**config.mk**
```make
export PLATFORM = sky130hd
export DESIGN_NAME = sfic_top
export DESIGN_NICKNAME = d
export VERILOG_FILES = /design/src/sfic_pkg.sv /design/src/sfic_mem_if.sv /design/src/sfic_mem.sv /design/src/sfic_top.sv
export SDC_FILE = /design/constraint.sdc
export NUM_CORES = 1
export LEC_CHECK = 0
export BUFFER_PORTS_ARGS = -buffer_cell sky130_fd_sc_hd__clkbuf_2
export CORE_MARGIN = 5
export CORE_UTILIZATION = 50
export CTS_BUF_LIST = sky130_fd_sc_hd__clkbuf_4
export DETAILED_ROUTE_END_ITERATION = 8
export HOLD_SLACK_MARGIN = 0.02
export PLACE_DENSITY = 0.65
export SYNTH_ARGS = -nofsm -noshare
export SYNTH_HDL_FRONTEND = slang
export SYNTH_SLANG_ARGS = --single-unit
```
**constraint.sdc**
```tcl
create_clock -name clk -period 13 [get_ports clk]
set_clock_uncertainty 0.2 [all_clocks]
set_input_delay 2.6 -clock clk [delete_from_list [all_inputs] [get_ports clk]]
set_output_delay 2.6 -clock clk [all_outputs]
set_load 0.02 [all_outputs]
```
**src/sfic_pkg.sv**
```systemverilog
`default_nettype none
// ----------------------------------------------------------------
// Sample FIFO constants
// ----------------------------------------------------------------
package sfic_pkg;
    // Buffer shape
    localparam int unsigned SFIC_DEPTH = 128;
    localparam int unsigned SFIC_AW = 7;
    localparam int unsigned SFIC_DW = 8;
    localparam logic [7:0] SFIC_FULL_COUNT = 8'h80;
    localparam logic [6:0] SFIC_LOST_MAX = 7'h7f;

    // Register offsets
    localparam logic [7:0] SFIC_ADDR_IEN1 = 8'h02;
    localparam logic [7:0] SFIC_ADDR_IEN2 = 8'h03;
    localparam logic [7:0] SFIC_ADDR_WPTR = 8'h04;
    localparam logic [7:0] SFIC_ADDR_RPTR = 8'h05;
    localparam logic [7:0] SFIC_ADDR_LOST = 8'h06;
    localparam logic [7:0] SFIC_ADDR_CNT = 8'h07;
    localparam logic [7:0] SFIC_ADDR_DATA = 8'h08;
    localparam logic [7:0] SFIC_ADDR_CFG1 = 8'h09;
    localparam logic [7:0] SFIC_ADDR_CFG2 = 8'h0a;

    // Field positions
    localparam int unsigned SFIC_IEN1_AFULL = 7;
    localparam int unsigned SFIC_IEN1_DRDY = 6;
    localparam int unsigned SFIC_IEN1_TEMP = 2;
    localparam int unsigned SFIC_IEN1_SUPPLY = 1;
    localparam int unsigned SFIC_IEN2_AUTH = 0;
    localparam int unsigned SFIC_CFG2_FLUSH = 4;
    localparam int unsigned SFIC_CFG2_CLRSEL = 3;
    localparam int unsigned SFIC_CFG2_AFTYPE = 2;
    localparam int unsigned SFIC_CFG2_ROLL = 1;

    // Reset values
    localparam logic [7:1] SFIC_IEN1_RST = 7'h00;
    localparam logic SFIC_IEN2_RST = 1'b0;
    localparam logic [6:0] SFIC_CFG1_RST = 7'h3f;
    localparam logic [3:1] SFIC_CFG2_RST = 3'h0;
endpackage : sfic_pkg
`default_nettype wire

```
**src/sfic_mem_if.sv**
```systemverilog
`timescale 1ns/10ps
`default_nettype none
// ----------------------------------------------------------------
// Storage port between controller and sample array
// ----------------------------------------------------------------
interface sfic_mem_if;
    logic wr_en;
    logic [6:0] wr_idx;
    logic [7:0] wr_data;
    logic [6:0] rd_idx;
    logic [7:0] rd_data;
    modport ctrl (output wr_en, output wr_idx, output wr_data, output rd_idx, input rd_data);
    modport store (input wr_en, input wr_idx, input wr_data, input rd_idx, output rd_data);
endinterface : sfic_mem_if
`default_nettype wire

```
**src/sfic_mem.sv**
```systemverilog
`timescale 1ns/10ps
`default_nettype none
// ----------------------------------------------------------------
// Sample array, flip-flop storage
// ----------------------------------------------------------------
module sfic_mem
    import sfic_pkg::*;
(
    input wire logic clk,
    sfic_mem_if.store mem
);
    logic [SFIC_DW-1:0] slot_q [SFIC_DEPTH];

    // No reset: contents are only meaningful once counted
    always_ff @(posedge clk) begin
        if (mem.wr_en) begin
            slot_q[mem.wr_idx] <= mem.wr_data;
        end
    end

    // Read side is a plain index; caller registers the result
    assign mem.rd_data = slot_q[mem.rd_idx];
endmodule : sfic_mem
`default_nettype wire

```
**src/sfic_top.sv**
```systemverilog
`timescale 1ns/10ps
`default_nettype none
// ----------------------------------------------------------------
// Sample FIFO with interrupt control
// ----------------------------------------------------------------
// Overview of operation
// RULE1: Write pointer advances on each push
// RULE2: Read pointer advances on each pop
// RULE3: Host may rewrite read pointer to reread
// RULE4: Host avoids rewriting pointer into almost-full
// RULE5: Saturating count of lost samples when full
// RULE6: Item count up on push, down on read
// RULE7: Data register read pops one item
// RULE8: Almost-full when free slots equal threshold
// RULE9: Flush zeros pointers and count, self-clears
// RULE10: Clear-select adds data read as clear
// RULE11: Repeat style re-raises on every sample
// RULE12: Once style raises only on fresh entry
// RULE13: Roll-over overwrites oldest, both pointers advance
// RULE14: Stop-on-full drops sample, pointer holds
// RULE15: Proximity mode always pushes
// RULE16: Temperature interrupt gated by its enable
// RULE17: Supply interrupt gated by its enable
// RULE18: Second enable bit 0 gates authentication
// RULE19: Almost-full gated by enable bit 7
// RULE20: Empty data read leaves pointer, count
// RULE21: Pointers wrap from 127 to 0
module sfic_top
    import sfic_pkg::*;
(
    input wire logic clk,
    input wire logic rst_n,
    input wire logic [7:0] reg_addr,
    input wire logic [7:0] reg_wdata,
    input wire logic reg_wr,
    input wire logic reg_rd,
    output logic [7:0] reg_rdata,
    input wire logic status_rd,
    input wire logic sample_valid,
    input wire logic [7:0] sample_data,
    input wire logic prox_mode,
    input wire logic temp_ready,
    input wire logic supply_oor,
    input wire logic auth_done,
    output logic afull_irq,
    output logic data_ready_irq,
    output logic temp_irq,
    output logic supply_irq,
    output logic auth_irq
);
    // ------------------------------------------------------------
    // Helpers
    // ------------------------------------------------------------
    // 7-bit add wraps 127 to 0 for free
    function automatic logic [6:0] ptr_inc(input logic [6:0] p);
        ptr_inc = p + 7'h01;
    endfunction : ptr_inc

    function automatic logic [6:0] sat_inc(input logic [6:0] v);
        sat_inc = (v == SFIC_LOST_MAX) ? v : v + 7'h01;
    endfunction : sat_inc

    // ------------------------------------------------------------
    // State
    // ------------------------------------------------------------
    logic [6:0] write_pointer_q, write_pointer_d;
    logic [6:0] read_pointer_q, read_pointer_d;
    logic [7:0] cnt_q, cnt_d;
    logic [6:0] lost_sample_count_q;
    logic [7:1] ien1_q;
    logic ien2_q;
    logic [6:0] thr_q;
    logic [3:1] cfg2_q;
    logic afull_q, drdy_q, afull_cond_q;
    logic [7:0] rdata_q;

    logic full, empty, rd_data_hit, pop, flush, rptr_wr;
    logic push_ok, overwrite, lost, afull_cond_d, set_af, clr_flags;
    logic roll_over_on_full, clear_on_data_read, af_once;
    logic [7:0] free_d;

    sfic_mem_if mem_if ();

    sfic_mem u_mem (
        .clk(clk),
        .mem(mem_if.store)
    );

    assign roll_over_on_full = cfg2_q[SFIC_CFG2_ROLL];
    assign clear_on_data_read = cfg2_q[SFIC_CFG2_CLRSEL];
    assign af_once = cfg2_q[SFIC_CFG2_AFTYPE];

    // ------------------------------------------------------------
    // Access decode and push policy
    // ------------------------------------------------------------
    assign full = (cnt_q == SFIC_FULL_COUNT);
    assign empty = (cnt_q == 8'h00);
    assign rd_data_hit = reg_rd && (reg_addr == SFIC_ADDR_DATA);
    assign pop = rd_data_hit && !empty; // RULE7 RULE20
    assign flush = reg_wr && (reg_addr == SFIC_ADDR_CFG2) && reg_wdata[SFIC_CFG2_FLUSH]; // RULE9
    assign rptr_wr = reg_wr && (reg_addr == SFIC_ADDR_RPTR); // RULE3
    // A pop in the same cycle frees a slot, so no loss then
    assign push_ok = sample_valid && !flush
        && (!full || pop || roll_over_on_full || prox_mode); // RULE13 RULE14 RULE15
    assign overwrite = push_ok && full && !pop; // RULE13
    assign lost = sample_valid && !flush && full && !pop; // RULE5

    // Storage write and read port
    assign mem_if.wr_en = push_ok;
    assign mem_if.wr_idx = write_pointer_q;
    assign mem_if.wr_data = sample_data;
    assign mem_if.rd_idx = read_pointer_q;

    // ------------------------------------------------------------
    // Pointers and item count
    // ------------------------------------------------------------
    always_comb begin
        write_pointer_d = write_pointer_q;
        if (flush) begin
            write_pointer_d = 7'h00; // RULE9
        end else if (push_ok) begin
            write_pointer_d = ptr_inc(write_pointer_q); // RULE1 RULE21
        end
    end

    always_comb begin
        read_pointer_d = read_pointer_q;
        if (flush) begin
            read_pointer_d = 7'h00; // RULE9
        end else if (rptr_wr) begin
            read_pointer_d = reg_wdata[6:0]; // RULE3
        end else if (pop || overwrite) begin
            read_pointer_d = ptr_inc(read_pointer_q); // RULE2 RULE13 RULE21
        end
    end

    // Pointer rewrite recomputes the backlog; equal pointers read as empty
    always_comb begin
        cnt_d = cnt_q;
        if (flush) begin
            cnt_d = 8'h00; // RULE9
        end else if (rptr_wr) begin
            cnt_d = {1'b0, write_pointer_d - reg_wdata[6:0]}; // RULE3
        end else if (push_ok && !overwrite && !pop) begin
            cnt_d = cnt_q + 8'h01; // RULE6
        end else if (pop && !push_ok) begin
            cnt_d = cnt_q - 8'h01; // RULE6
        end
    end

    always_ff @(posedge clk) begin
        if (!rst_n) begin
            write_pointer_q <= 7'h00;
            read_pointer_q <= 7'h00;
            cnt_q <= 8'h00;
        end else begin
            write_pointer_q <= write_pointer_d;
            read_pointer_q <= read_pointer_d;
            cnt_q <= cnt_d;
        end
    end

    // Lost samples survive a flush so software can still see them
    always_ff @(posedge clk) begin
        if (!rst_n) begin
            lost_sample_count_q <= 7'h00;
        end else if (lost) begin
            lost_sample_count_q <= sat_inc(lost_sample_count_q); // RULE5
        end
    end

    // ------------------------------------------------------------
    // Configuration registers
    // ------------------------------------------------------------
    always_ff @(posedge clk) begin
        if (!rst_n) begin
            ien1_q <= SFIC_IEN1_RST;
            ien2_q <= SFIC_IEN2_RST;
            thr_q <= SFIC_CFG1_RST;
            cfg2_q <= SFIC_CFG2_RST;
        end else if (reg_wr) begin
            case (reg_addr)
                SFIC_ADDR_IEN1: ien1_q <= reg_wdata[7:1];
                SFIC_ADDR_IEN2: ien2_q <= reg_wdata[SFIC_IEN2_AUTH]; // RULE18
                SFIC_ADDR_CFG1: thr_q <= reg_wdata[6:0];
                SFIC_ADDR_CFG2: cfg2_q <= reg_wdata[3:1]; // Flush bit is not stored
                default: ;
            endcase
        end
    end

    // ------------------------------------------------------------
    // Almost-full and data-ready flags
    // ------------------------------------------------------------
    // Condition judged on the count after this cycle's update
    assign free_d = SFIC_FULL_COUNT - cnt_d;
    assign afull_cond_d = (free_d == {1'b0, thr_q}); // RULE8
    // Once style needs an edge of the condition, repeat style any push
    assign set_af = push_ok && afull_cond_d && (!af_once || !afull_cond_q); // RULE11 RULE12
    assign clr_flags = status_rd || (clear_on_data_read && rd_data_hit); // RULE10

    // Set beats clear so an event in the clearing cycle survives
    always_ff @(posedge clk) begin
        if (!rst_n) begin
            afull_q <= 1'b0;
            drdy_q <= 1'b0;
            afull_cond_q <= 1'b0;
        end else begin
            afull_cond_q <= afull_cond_d;
            if (set_af) begin
                afull_q <= 1'b1; // RULE11 RULE12
            end else if (clr_flags) begin
                afull_q <= 1'b0; // RULE10
            end
            if (push_ok) begin
                drdy_q <= 1'b1;
            end else if (clr_flags) begin
                drdy_q <= 1'b0; // RULE10
            end
        end
    end

    // ------------------------------------------------------------
    // Interrupt gating
    // ------------------------------------------------------------
    assign afull_irq = afull_q && ien1_q[SFIC_IEN1_AFULL]; // RULE19
    assign data_ready_irq = drdy_q && ien1_q[SFIC_IEN1_DRDY];
    assign temp_irq = temp_ready && ien1_q[SFIC_IEN1_TEMP]; // RULE16
    assign supply_irq = supply_oor && ien1_q[SFIC_IEN1_SUPPLY]; // RULE17
    assign auth_irq = auth_done && ien2_q; // RULE18

    // ------------------------------------------------------------
    // Read-back
    // ------------------------------------------------------------
    // Unmapped offsets and reserved bits read as zero
    always_ff @(posedge clk) begin
        if (!rst_n) begin
            rdata_q <= 8'h00;
        end else if (reg_rd) begin
            case (reg_addr)
                SFIC_ADDR_IEN1: rdata_q <= {ien1_q, 1'b0};
                SFIC_ADDR_IEN2: rdata_q <= {7'h00, ien2_q};
                SFIC_ADDR_WPTR: rdata_q <= {1'b0, write_pointer_q};
                SFIC_ADDR_RPTR: rdata_q <= {1'b0, read_pointer_q};
                SFIC_ADDR_LOST: rdata_q <= {1'b0, lost_sample_count_q};
                SFIC_ADDR_CNT: rdata_q <= cnt_q;
                SFIC_ADDR_DATA: rdata_q <= mem_if.rd_data; // RULE7
                SFIC_ADDR_CFG1: rdata_q <= {1'b0, thr_q};
                SFIC_ADDR_CFG2: rdata_q <= {4'h0, cfg2_q, 1'b0};
                default: rdata_q <= 8'h00;
            endcase
        end
    end

    assign reg_rdata = rdata_q;
endmodule : sfic_top
`default_nettype wire

```
* Word level (Yosys, flattened, before mapping)
Memory sizes are Yosys's and may differ from the RTL's. A register that Yosys moved wholly into a read port is not among the register bits.
Cells that the tools add are included.
** Cells by class
- $add $sub $neg :: 7
- Eq/ne operators :: 12
- Muxes and demuxes :: 16
- Bitwise operators :: 2
- Reductions and logical operators :: 46
** Operator list (number)
- case mux 8 bit (9 select lines) :: 1
- two-way mux 7 bit :: 6
- == test 8 x 3 -> 1 bit (second input constant) :: 4
- two-way mux 8 bit :: 4
- == test 8 x 4 -> 1 bit (second input constant) :: 3
- logical AND 1 bit :: 22
- adder 7 x 1 -> 7 bit (second input constant) :: 3
- == test 8 x 2 -> 1 bit (second input constant) :: 2
- AND reduction 2 bit :: 5
- adder 8 x 1 -> 8 bit (second input constant) :: 1
- == test 8 x 7 -> 1 bit :: 1
- == test 8 bit (second input constant) :: 1
- zero test 1 bit :: 8
- zero test 8 bit :: 1
- subtractor 8 x 1 -> 8 bit (second input constant) :: 1
- subtractor 8 bit (first input constant) :: 1
- == test 7 bit (second input constant) :: 1
- subtractor 7 bit :: 1
- logical OR 1 bit :: 6
- nonzero test 2 bit :: 3
- two-way mux 1 bit :: 5
- NOT 1 bit :: 2
- OR reduction 2 bit :: 1
** Word-level totals
- Bits in registers :: 58
- Bits in writable memories :: 1024
- Input bits :: 34
- Output and inout port bits :: 13
- Word-level logic and storage cells :: 96
- Memories kept :: 1
** Memory list
- u_mem.slot_q :: words 128, bits a word 8, read ports 1, clocked after memory_dff 1, wr ports 1, line sfic_mem.sv:12 : logic [SFIC_DW-1:0] slot_q [SFIC_DEPTH];

* Longest topological paths before layout
Gate-level depths: netlist of run 1.
- Word-level depth :: 20
- Mapped depth :: 22
- Mapped depth without buffers :: 21

* Hierarchy
A second synthesis of run 1 with hierarchy kept.
** Second synthesis, totals
- Cell total of the unflattened synthesis :: 2118
- Area, all modules :: 43540.5 um2
** Modules (own cells, without submodules)
- sfic_mem :: times used 1, cells an instance 1627, area an instance 39505.4 um2, seq. area each 30749.5 um2
- sfic_top :: times used 1, cells an instance 491, area an instance 4035.1 um2, seq. area each 1161.1 um2

* Least setup slack after synthesis of run 1
Ideal clock, no wire load.
- Path type :: input -> register
- Start point :: input reg_addr[0]
- End point :: register afull_q
- Setup time :: 84 ps
- Arrival time :: 6968 ps
- Data required time :: 12716 ps
- Path slack :: 5747 ps
- Stages on the path :: 21
- Path buffers :: 3
- Path through :: clkbuf_1 > nor4b_1 > and3_1 > clkbuf_1 > nor4b_1 > nor2_1 > clkbuf_1 > xor2_1 > nand2_1 > ha_1 > inv_1 > fa_1 > a21o_1 > a21oi_1 > xnor2_1 > nand2_1 > nand3_1 > or3b_2 > o32a_1 > mux2_2 > o31ai_2
** Between the ends
- Longest elaborated chain between the ends :: 20
- Elaborated cells between the ends (all ways) :: 37
- Classes of those cells :: add/sub (2); eq/ne (4); mux (7); reduce/logical (24)
** RTL lines
- start, declared :: line sfic_top.sv:33 : input wire logic [7:0] reg_addr,
- parallel branches: the longest is 20 deep, another holds subtractor 7 bit
- end signal, assigned :: line sfic_top.sv:205 : afull_q <= 1'b0;
- end signal, assigned :: line sfic_top.sv:211 : afull_q <= 1'b1;
- end signal, assigned :: line sfic_top.sv:213 : afull_q <= 1'b0;
- end, declared :: line sfic_top.sv:74 : logic afull_q, drdy_q, afull_cond_q;
Parallel ways; which one is timed is not known.
A chain may end at the register's enable or synchronous reset.

* Worst setup path after layout of run 1
- Start point :: input reg_addr[7]
- End point :: register afull_q
The elaborated chain is that of the path after synthesis.

==> reports/summary.txt, run 1 <==
Core Area = 86300 sq um
Post-DP HPWL = 61.1 mm
Sink Count = 1089
Top FF cell, synth = edfxtp_1
Antenna Nets Post-Route = 0
TritonRoute pass-1 iters = 7
CTS-repair resized insts = 0
EDFF count, synth = 1024
Layout area overhead = 11.0%
Worst slew margin = 23.6%
# hold bufs at CTS = 0
most frequent cells in the layout = edfxtp_1 (1024), clkbuf_4 (397), mux4_2 (342), nor2_1 (187), dfxtp_1 (61)
critical path class = input pin to flop
layout filler cell count = 6537
status = finished, final reports clean
FP Rows = 108
crit path capture type = flop
commonest non-fill, non-tap cell in the layout = edfxtp_1
clock root buffer master = clkbuf_4
PortBufs = 46
flip-flop and latch area = 32100 sq um
biggest cell delay along the critical path = 0.91 ns
CTS tree = yes
vias in the first global route = 23000
Max H-tree Level = 5
fmax = 138 MHz
chip height = 304 um
Non-Filler Instances = 3657
Global Route Usage Sum = 22.1%
Final Cycle Share = 55.7%
Netlist Area Pre-Place = 43300 sq um
crit path time final = 7.24 ns
post-synthesis sequential area ratio = 74.0%
crit-path cells = clkbuf_2 > nor4_1 > and3_1 > nor4b_1 > nor2_1 > xor2_1 > nand2_1 > ha_1 > inv_1 > fa_1 > a21o_1 > a21oi_1 > xnor2_1 > nand2_1 > nand3_1 > or3b_2 > o32a_1 > mux2_2 > o31ai_2
Pleak = 14.8 nW
Avg Inst Size Synth = 20.7 sq um
max-slew violation count = 0
Clock Path Buffers = 4
Initial Util = 50.2%
drc violations = 0
synth unique cells = 64
final setup fails = 0
Clk Latency, worst-skew pair = 1.13 ns
IO Pins = 47
CP max-delay cell = nor4_1
Power per Cell Area = 140 nW/um^2
Post-synth ARST share = 0%
nets@finish = 2392
# Post-CTS Setup Buffers = 0
Fin. Hold Viols = 0
gpl congestion = 0.880
Reg clk slew, reported paths = 0.06 ns
die area = 92600 sq um
DRC marker count from the first detailed-route iteration = 2103
max-cap violation count = 0
startpoint type of the worst setup path = input pin
first-pass GRT wire length = 151 mm
initial antenna violation count = 3
Multi-input gate area = 10800 sq um
fraction of layout instances using a drive strength above 1 = 34.0%
Post-Syn Nets = 2143
dpl cells = 3211
#FFs+latches synth = 1089
total CTS buffers = 287
most used cell along the critical path = nand2_1
unrepaired setup endpoints after global routing = no
worst-margin pin slew = 1.15 ns
routed vias/inst = 6.08
final WL = 103 mm
Tightest Hold Check Type = flop to flop
via count = 22300
Worst Path Required = 13.82 ns
largest net degree at the start of global routing = 101
crit path DAT = 8.06 ns
setup_tns = 0 ns
total global routing overflow = 0
worst-path fanout max = 12
routed wire length per instance = 28.2 um
synth warn = 0
Post-Synthesis Cells = 2096
VDD IR max = 0.0813 mV
Die Wd = 304 um
final cells by class:
cell class	instances	share of cell area [%]
sequential	1089	66.7
multi-input combinational	878	22.4
clock buffer	397	6.20
tap	1155	3.01
timing repair buffer	73	0.969
clock inverter	45	0.534
inverter	16	0.125
antenna	4	0.0208
worst paths after layout:
kind / startpoint / to / slack [ns] / depth (start not counted)
max: reg_addr[7] / afull_q / 5.76 / 19
max reg2reg: cnt_q[2] / afull_q / 7.06 / 17
min reg2reg: ien1_q[5] / ien1_q[5] / 0.27 / 2
min: ien1_q[5] / ien1_q[5] / 0.27 / 2
sequential cells by signal, summed over array words and instances (netlist names), 3 cells and up, named ones only:
name                 cells
mem_if.rd_idx            7
cnt_q                    8
ien1_q                   7
lost_sample_count_q      7
u_mem.slot_q          1024
mem_if.wr_idx            7
reg_rdata                8
thr_q                    7
cfg2_q                   3
cell families (layout without fill, tap and decap cells):
group,Yosys count,in the layout,share of synthesized area (%)
fa+ha+maj,13,13,0.393
flops,1089,1089,74.0
mux,358,358,18.2
other cells,0,4,0
compound gates,104,104,1.74
simple gates,375,375,3.92
xor+xnor,28,28,0.566
buf+inv,129,531,1.14
metrics by stage:
stage | instance area, sq um | hold WS (ns) | setup WS, ns | utilization, % | total power [mW]
after floorplan | 43300 | 0.227 | 5.75 | - | 3.98
after global placement | 44800 | 0.247 | 5.12 | 51.9 | 4.07
after detailed placement | 44800 | 0.257 | 4.78 | 51.9 | 4.08
after CTS | 48000 | 0.267 | 5.99 | 55.6 | 6.81
after global routing | 48000 | 0.288 | 5.48 | 55.6 | 7.01
final | 48000 | 0.271 | 5.76 | 55.6 | 6.75
power by group:
group	internal, mW	leakage, nW	switching, mW	total, mW
clock	1.45	1.97	1.30	2.75
combinational	0.0396	3.09	0.119	0.159
sequential	3.84	9.73	0.00634	3.84
total	5.33	14.8	1.42	6.75
Yosys cell counts (2+ instances only):
library cell,count,share of area [%]
nor2b_1,9,0.13
and4_1,4,0.081
nand2_1,63,0.55
nor2_1,187,1.6
a21o_1,2,0.035
o211ai_1,7,0.12
inv_1,16,0.14
o311ai_0,2,0.040
nand3b_1,2,0.035
clkbuf_1,72,0.62
a22o_1,16,0.32
and2_1,12,0.17
xnor2_1,15,0.30
nor4b_1,2,0.040
buf_2,2,0.023
or2_2,2,0.029
o31ai_2,2,0.058
or3b_2,2,0.040
nor4_1,6,0.087
mux2i_1,13,0.30
o21bai_1,2,0.035
dfxtp_1,65,3.0
a221oi_1,3,0.061
o21ai_0,14,0.16
buf_1,38,0.33
edfxtp_1,1024,71
mux4_2,342,18
and3_1,6,0.087
a21oi_1,26,0.30
nand4b_1,2,0.040
xor2_1,13,0.26
nand3_1,38,0.44
o31ai_1,2,0.035
o32a_1,2,0.046
nor3_1,11,0.13
a211oi_1,12,0.21
ha_1,12,0.35
or4_1,3,0.052
nand4_1,12,0.17
a211o_1,2,0.040
or3_1,8,0.12
layer usage:
layer,GRT usage [%],up-vias,routed length (um)
met5,0,-,0
met1,29.9,11600,40900
met2,34.3,1079,49500
met3,7.50,180,9900
met4,7.74,0,2810
li1,-,9359,-
critical path, delay by kind of cell:
family,cells,cell delay [ns]
AO/OA/AOI/OAI,4,0.99
XOR/XNOR,2,0.25
adder cells (fa/ha/maj),2,0.57
buffers and inverters,2,0.14
multiplexers,1,0.28
AND/OR/NAND/NOR,8,3.21
No activity file was read; power rests on OpenSTA's default activity.
==> run 2: changes to the inputs <==
- PLACE_DENSITY: 0.65 -> 0.68
- clock period: 13 -> 6.4 ns (I/O delays scaled with it)
==> run 2 against run 1 <==
Compared with the run above:
- hold slack got worse by 0.0090 ns
- sequential cell count is the same
- clock-buffer cell count is the same
- register-to-register slack worse by 6.0 ns
- non-clock buffer count rose by 23
- die area unchanged
- via count is essentially flat
- first-iteration DRC count rose by 5.5%
==> reports/summary.txt, run 2 (synthesis results as in run 1) <==
status = finished, final reports clean (unchanged)
met1 GRT Util = 30.4% (was 29.9%)
routed wire length per instance = 27.5 um (was 28.2 um)
CP bufs+invs = 2 (unchanged)
unrepaired setup endpoints after global routing = no (unchanged)
number of flip-flops in the largest register = 1024 (unchanged)
total CTS buffers = 290 (was 287)
Multi-input gate area = 10800 sq um (about the same)
Power per Cell Area = 285 nW/um^2 (was 140 nW/um^2)
global routing usage on met2 = 34.9% (was 34.3%)
DRC marker count from the first detailed-route iteration = 2219 (was 2103)
IO Pins = 47 (unchanged)
Max H-tree Level = 5 (unchanged)
crit path time final = 5.39 ns
startpoint type of the worst setup path = flop (was input pin)
Clock power frac = 41.1% (was 40.7%)
final setup fails = 0 (unchanged)
critical path class = flop to flop (was input pin to flop)
TritonRoute pass-1 iters = 5 (was 7)
Initial Util = 50.2% (unchanged)
CTS tree = yes (unchanged)
sw frac = 21.0% (was 21.1%)
Global Route Usage Sum = 22.1% (about the same)
setup_tns = 0 ns (unchanged)
Reg with most FFs = u_mem.slot_q (unchanged)
layout filler cell count = 6455 (was 6537)
Fin. Hold Viols = 0 (unchanged)
final WL = 102 mm (was 103 mm)
fraction of layout instances using a drive strength above 1 = 34.2% (was 34.0%)
Sink Count = 1089 (unchanged)
drc violations = 0 (unchanged)
# Post-CTS Setup Buffers = 0 (unchanged)
routed vias/inst = 6.02 (was 6.08)
Pleak = 15.0 nW (was 14.8 nW)
flip-flop and latch area = 32100 sq um (about the same)
first-pass GRT wire length = 152 mm (was 151 mm)
worst-path fanout max = 10 (was 12)
Tightest Hold Check Type = flop to flop (unchanged)
VDD IR max = 0.169 mV (was 0.0813 mV)
fin util = 56.1% (was 55.6%)
CP top delay family = simple AND/OR/NAND/NOR gates (unchanged)
most frequent cells in the layout = edfxtp_1 (1024), clkbuf_4 (397), mux4_2 (342), nor2_1 (187), nand2_1 (63) (was edfxtp_1 (1024), clkbuf_4 (397), mux4_2 (342), nor2_1 (187), dfxtp_1 (61))
die area = 92600 sq um (unchanged)
nets@finish = 2418 (was 2392)
Clock Path Buffers = 4 (unchanged)
WHS = 0.262 ns (was 0.271 ns)
part of the power in combinational logic = 2.4% (was 2.3%)
Core Area = 86300 sq um (unchanged)
Seq pwr share = 56.5% (was 56.9%)
max-cap violation count = 0 (unchanged)
GR Util met3 = 5.31% (was 7.50%)
Final Cycle Share = 84.2%
Sw Pwr = 2.90 mW (was 1.42 mW)
vias in the first global route = 23300 (was 23000)
Reg clk slew, reported paths = 0.07 ns (was 0.06 ns)
Clk Latency, worst-skew pair = 1.10 ns (was 1.13 ns)
CTS-repair resized insts = 0 (unchanged)
Worst slew margin = 26.6% (was 23.6%)
Layout area overhead = 11.8% (was 11.0%)
Worst Path Required = 7.22 ns (was 13.82 ns)
clock root buffer master = clkbuf_4 (unchanged)
total global routing overflow = 0 (unchanged)
design internal power = 10.9 mW (was 5.33 mW)
biggest cell delay along the critical path = 0.66 ns (was 0.91 ns)
initial antenna violation count = 2 (was 3)
Antenna Nets Post-Route = 0 (unchanged)
gpl congestion = 0.929 (was 0.880)
worst-margin pin slew = 1.10 ns (was 1.15 ns)
crit path DAT = 6.21 ns (was 8.06 ns)
largest net degree at the start of global routing = 90 (was 101)
Die Wd = 304 um (unchanged)
Post-DP HPWL = 62.8 mm (was 61.1 mm)
via count = 22300 (about the same)
commonest non-fill, non-tap cell in the layout = edfxtp_1 (unchanged)
fmax = 186 MHz
crit path capture type = flop (unchanged)
PortBufs = 46 (unchanged)
CP max-delay cell = or4_1 (was nor4_1)
chip height = 304 um (unchanged)
FP Rows = 108 (unchanged)
max-slew violation count = 0 (unchanged)
# hold bufs at CTS = 0 (unchanged)
crit-path cells = or4_1 > nor3_1 > buf_4 > nor4b_1 > nor2_1 > buf_4 > nand2_1 > o21ai_0 > fa_1 > a21o_1 > a21oi_1 > xnor2_1 > nand2_1 > nand3_1 > or3b_2 > o32a_1 > mux2_2 > o31ai_2 (was clkbuf_2 > nor4_1 > and3_1 > nor4b_1 > nor2_1 > xor2_1 > nand2_1 > ha_1 > inv_1 > fa_1 > a21o_1 > a21oi_1 > xnor2_1 > nand2_1 > nand3_1 > or3b_2 > o32a_1 > mux2_2 > o31ai_2)
global routing's busiest layer = met2 (unchanged)
[run 2: layout make-up]
type | count | share of cell area, %
Multi-Input combinational cell | 878 | 22.2
Clock buffer | 397 | 6.15
Clock inverter | 61 | 0.752
Sequential cell | 1089 | 66.2
Inverter | 16 | 0.124
Antenna cell | 5 | 0.0258
Tap cell | 1155 | 2.98
Timing Repair Buffer | 96 | 1.52
[run 2: worst register-to-register path, stage by stage (launching register included)]
cell	delay [ns]
dfxtp_1	0.42
or4_1	0.66
nor3_1	0.21
buf_4	0.17
nor4b_1	0.41
nor2_1	0.21
buf_4	0.21
nand2_1	0.06
o21ai_0	0.19
fa_1	0.49
a21o_1	0.17
a21oi_1	0.22
xnor2_1	0.10
nand2_1	0.09
nand3_1	0.11
or3b_2	0.55
o32a_1	0.34
mux2_2	0.29
o31ai_2	0.23
[run 2: worst paths after layout]
| kind | startpoint | end | slack, ns | cells past startpoint |
|---|---|---|---|---|
| worst max-delay path | cnt_q[2] | afull_q | 1.01 | 18 |
| worst min-delay path | ien1_q[5] | ien1_q[5] | 0.26 | 2 |
| worst max register to register | cnt_q[2] | afull_q | 1.01 | 18 |
| worst min register to register | ien1_q[5] | ien1_q[5] | 0.26 | 2 |
[run 2: per-stage QoR]
step	cell area (sq um)	worst slack (ns)	std cells	total power, mW
global placement	45100	0.592	3234	8.28
global route	48400	0.592	3696	14.4
CTS	48400	1.07	3692	14.0
floorplan	43300	0.467	2096	8.08
finish	48400	1.01	3697	13.8
detailed placement	45100	0.502	3234	8.29
[run 2: power groups by stage]
stage	combinational, mW	sequential, mW	clock (mW)
2_1_floorplan	0.131	7.95	0
6_report	0.329	7.81	5.68
3_3_place_gp	0.319	7.96	0
5_1_grt	0.352	7.80	6.28
4_1_cts	0.331	7.80	5.83
3_5_place_dp	0.330	7.96	0
[run 2: routing by layer]
metal  vias to the layer above  wire length, um
li1                       9427                -
met1                     11600            40400
met2                      1091            49900
met3                       175             8200
met4                         0             3080
met5                         -                0
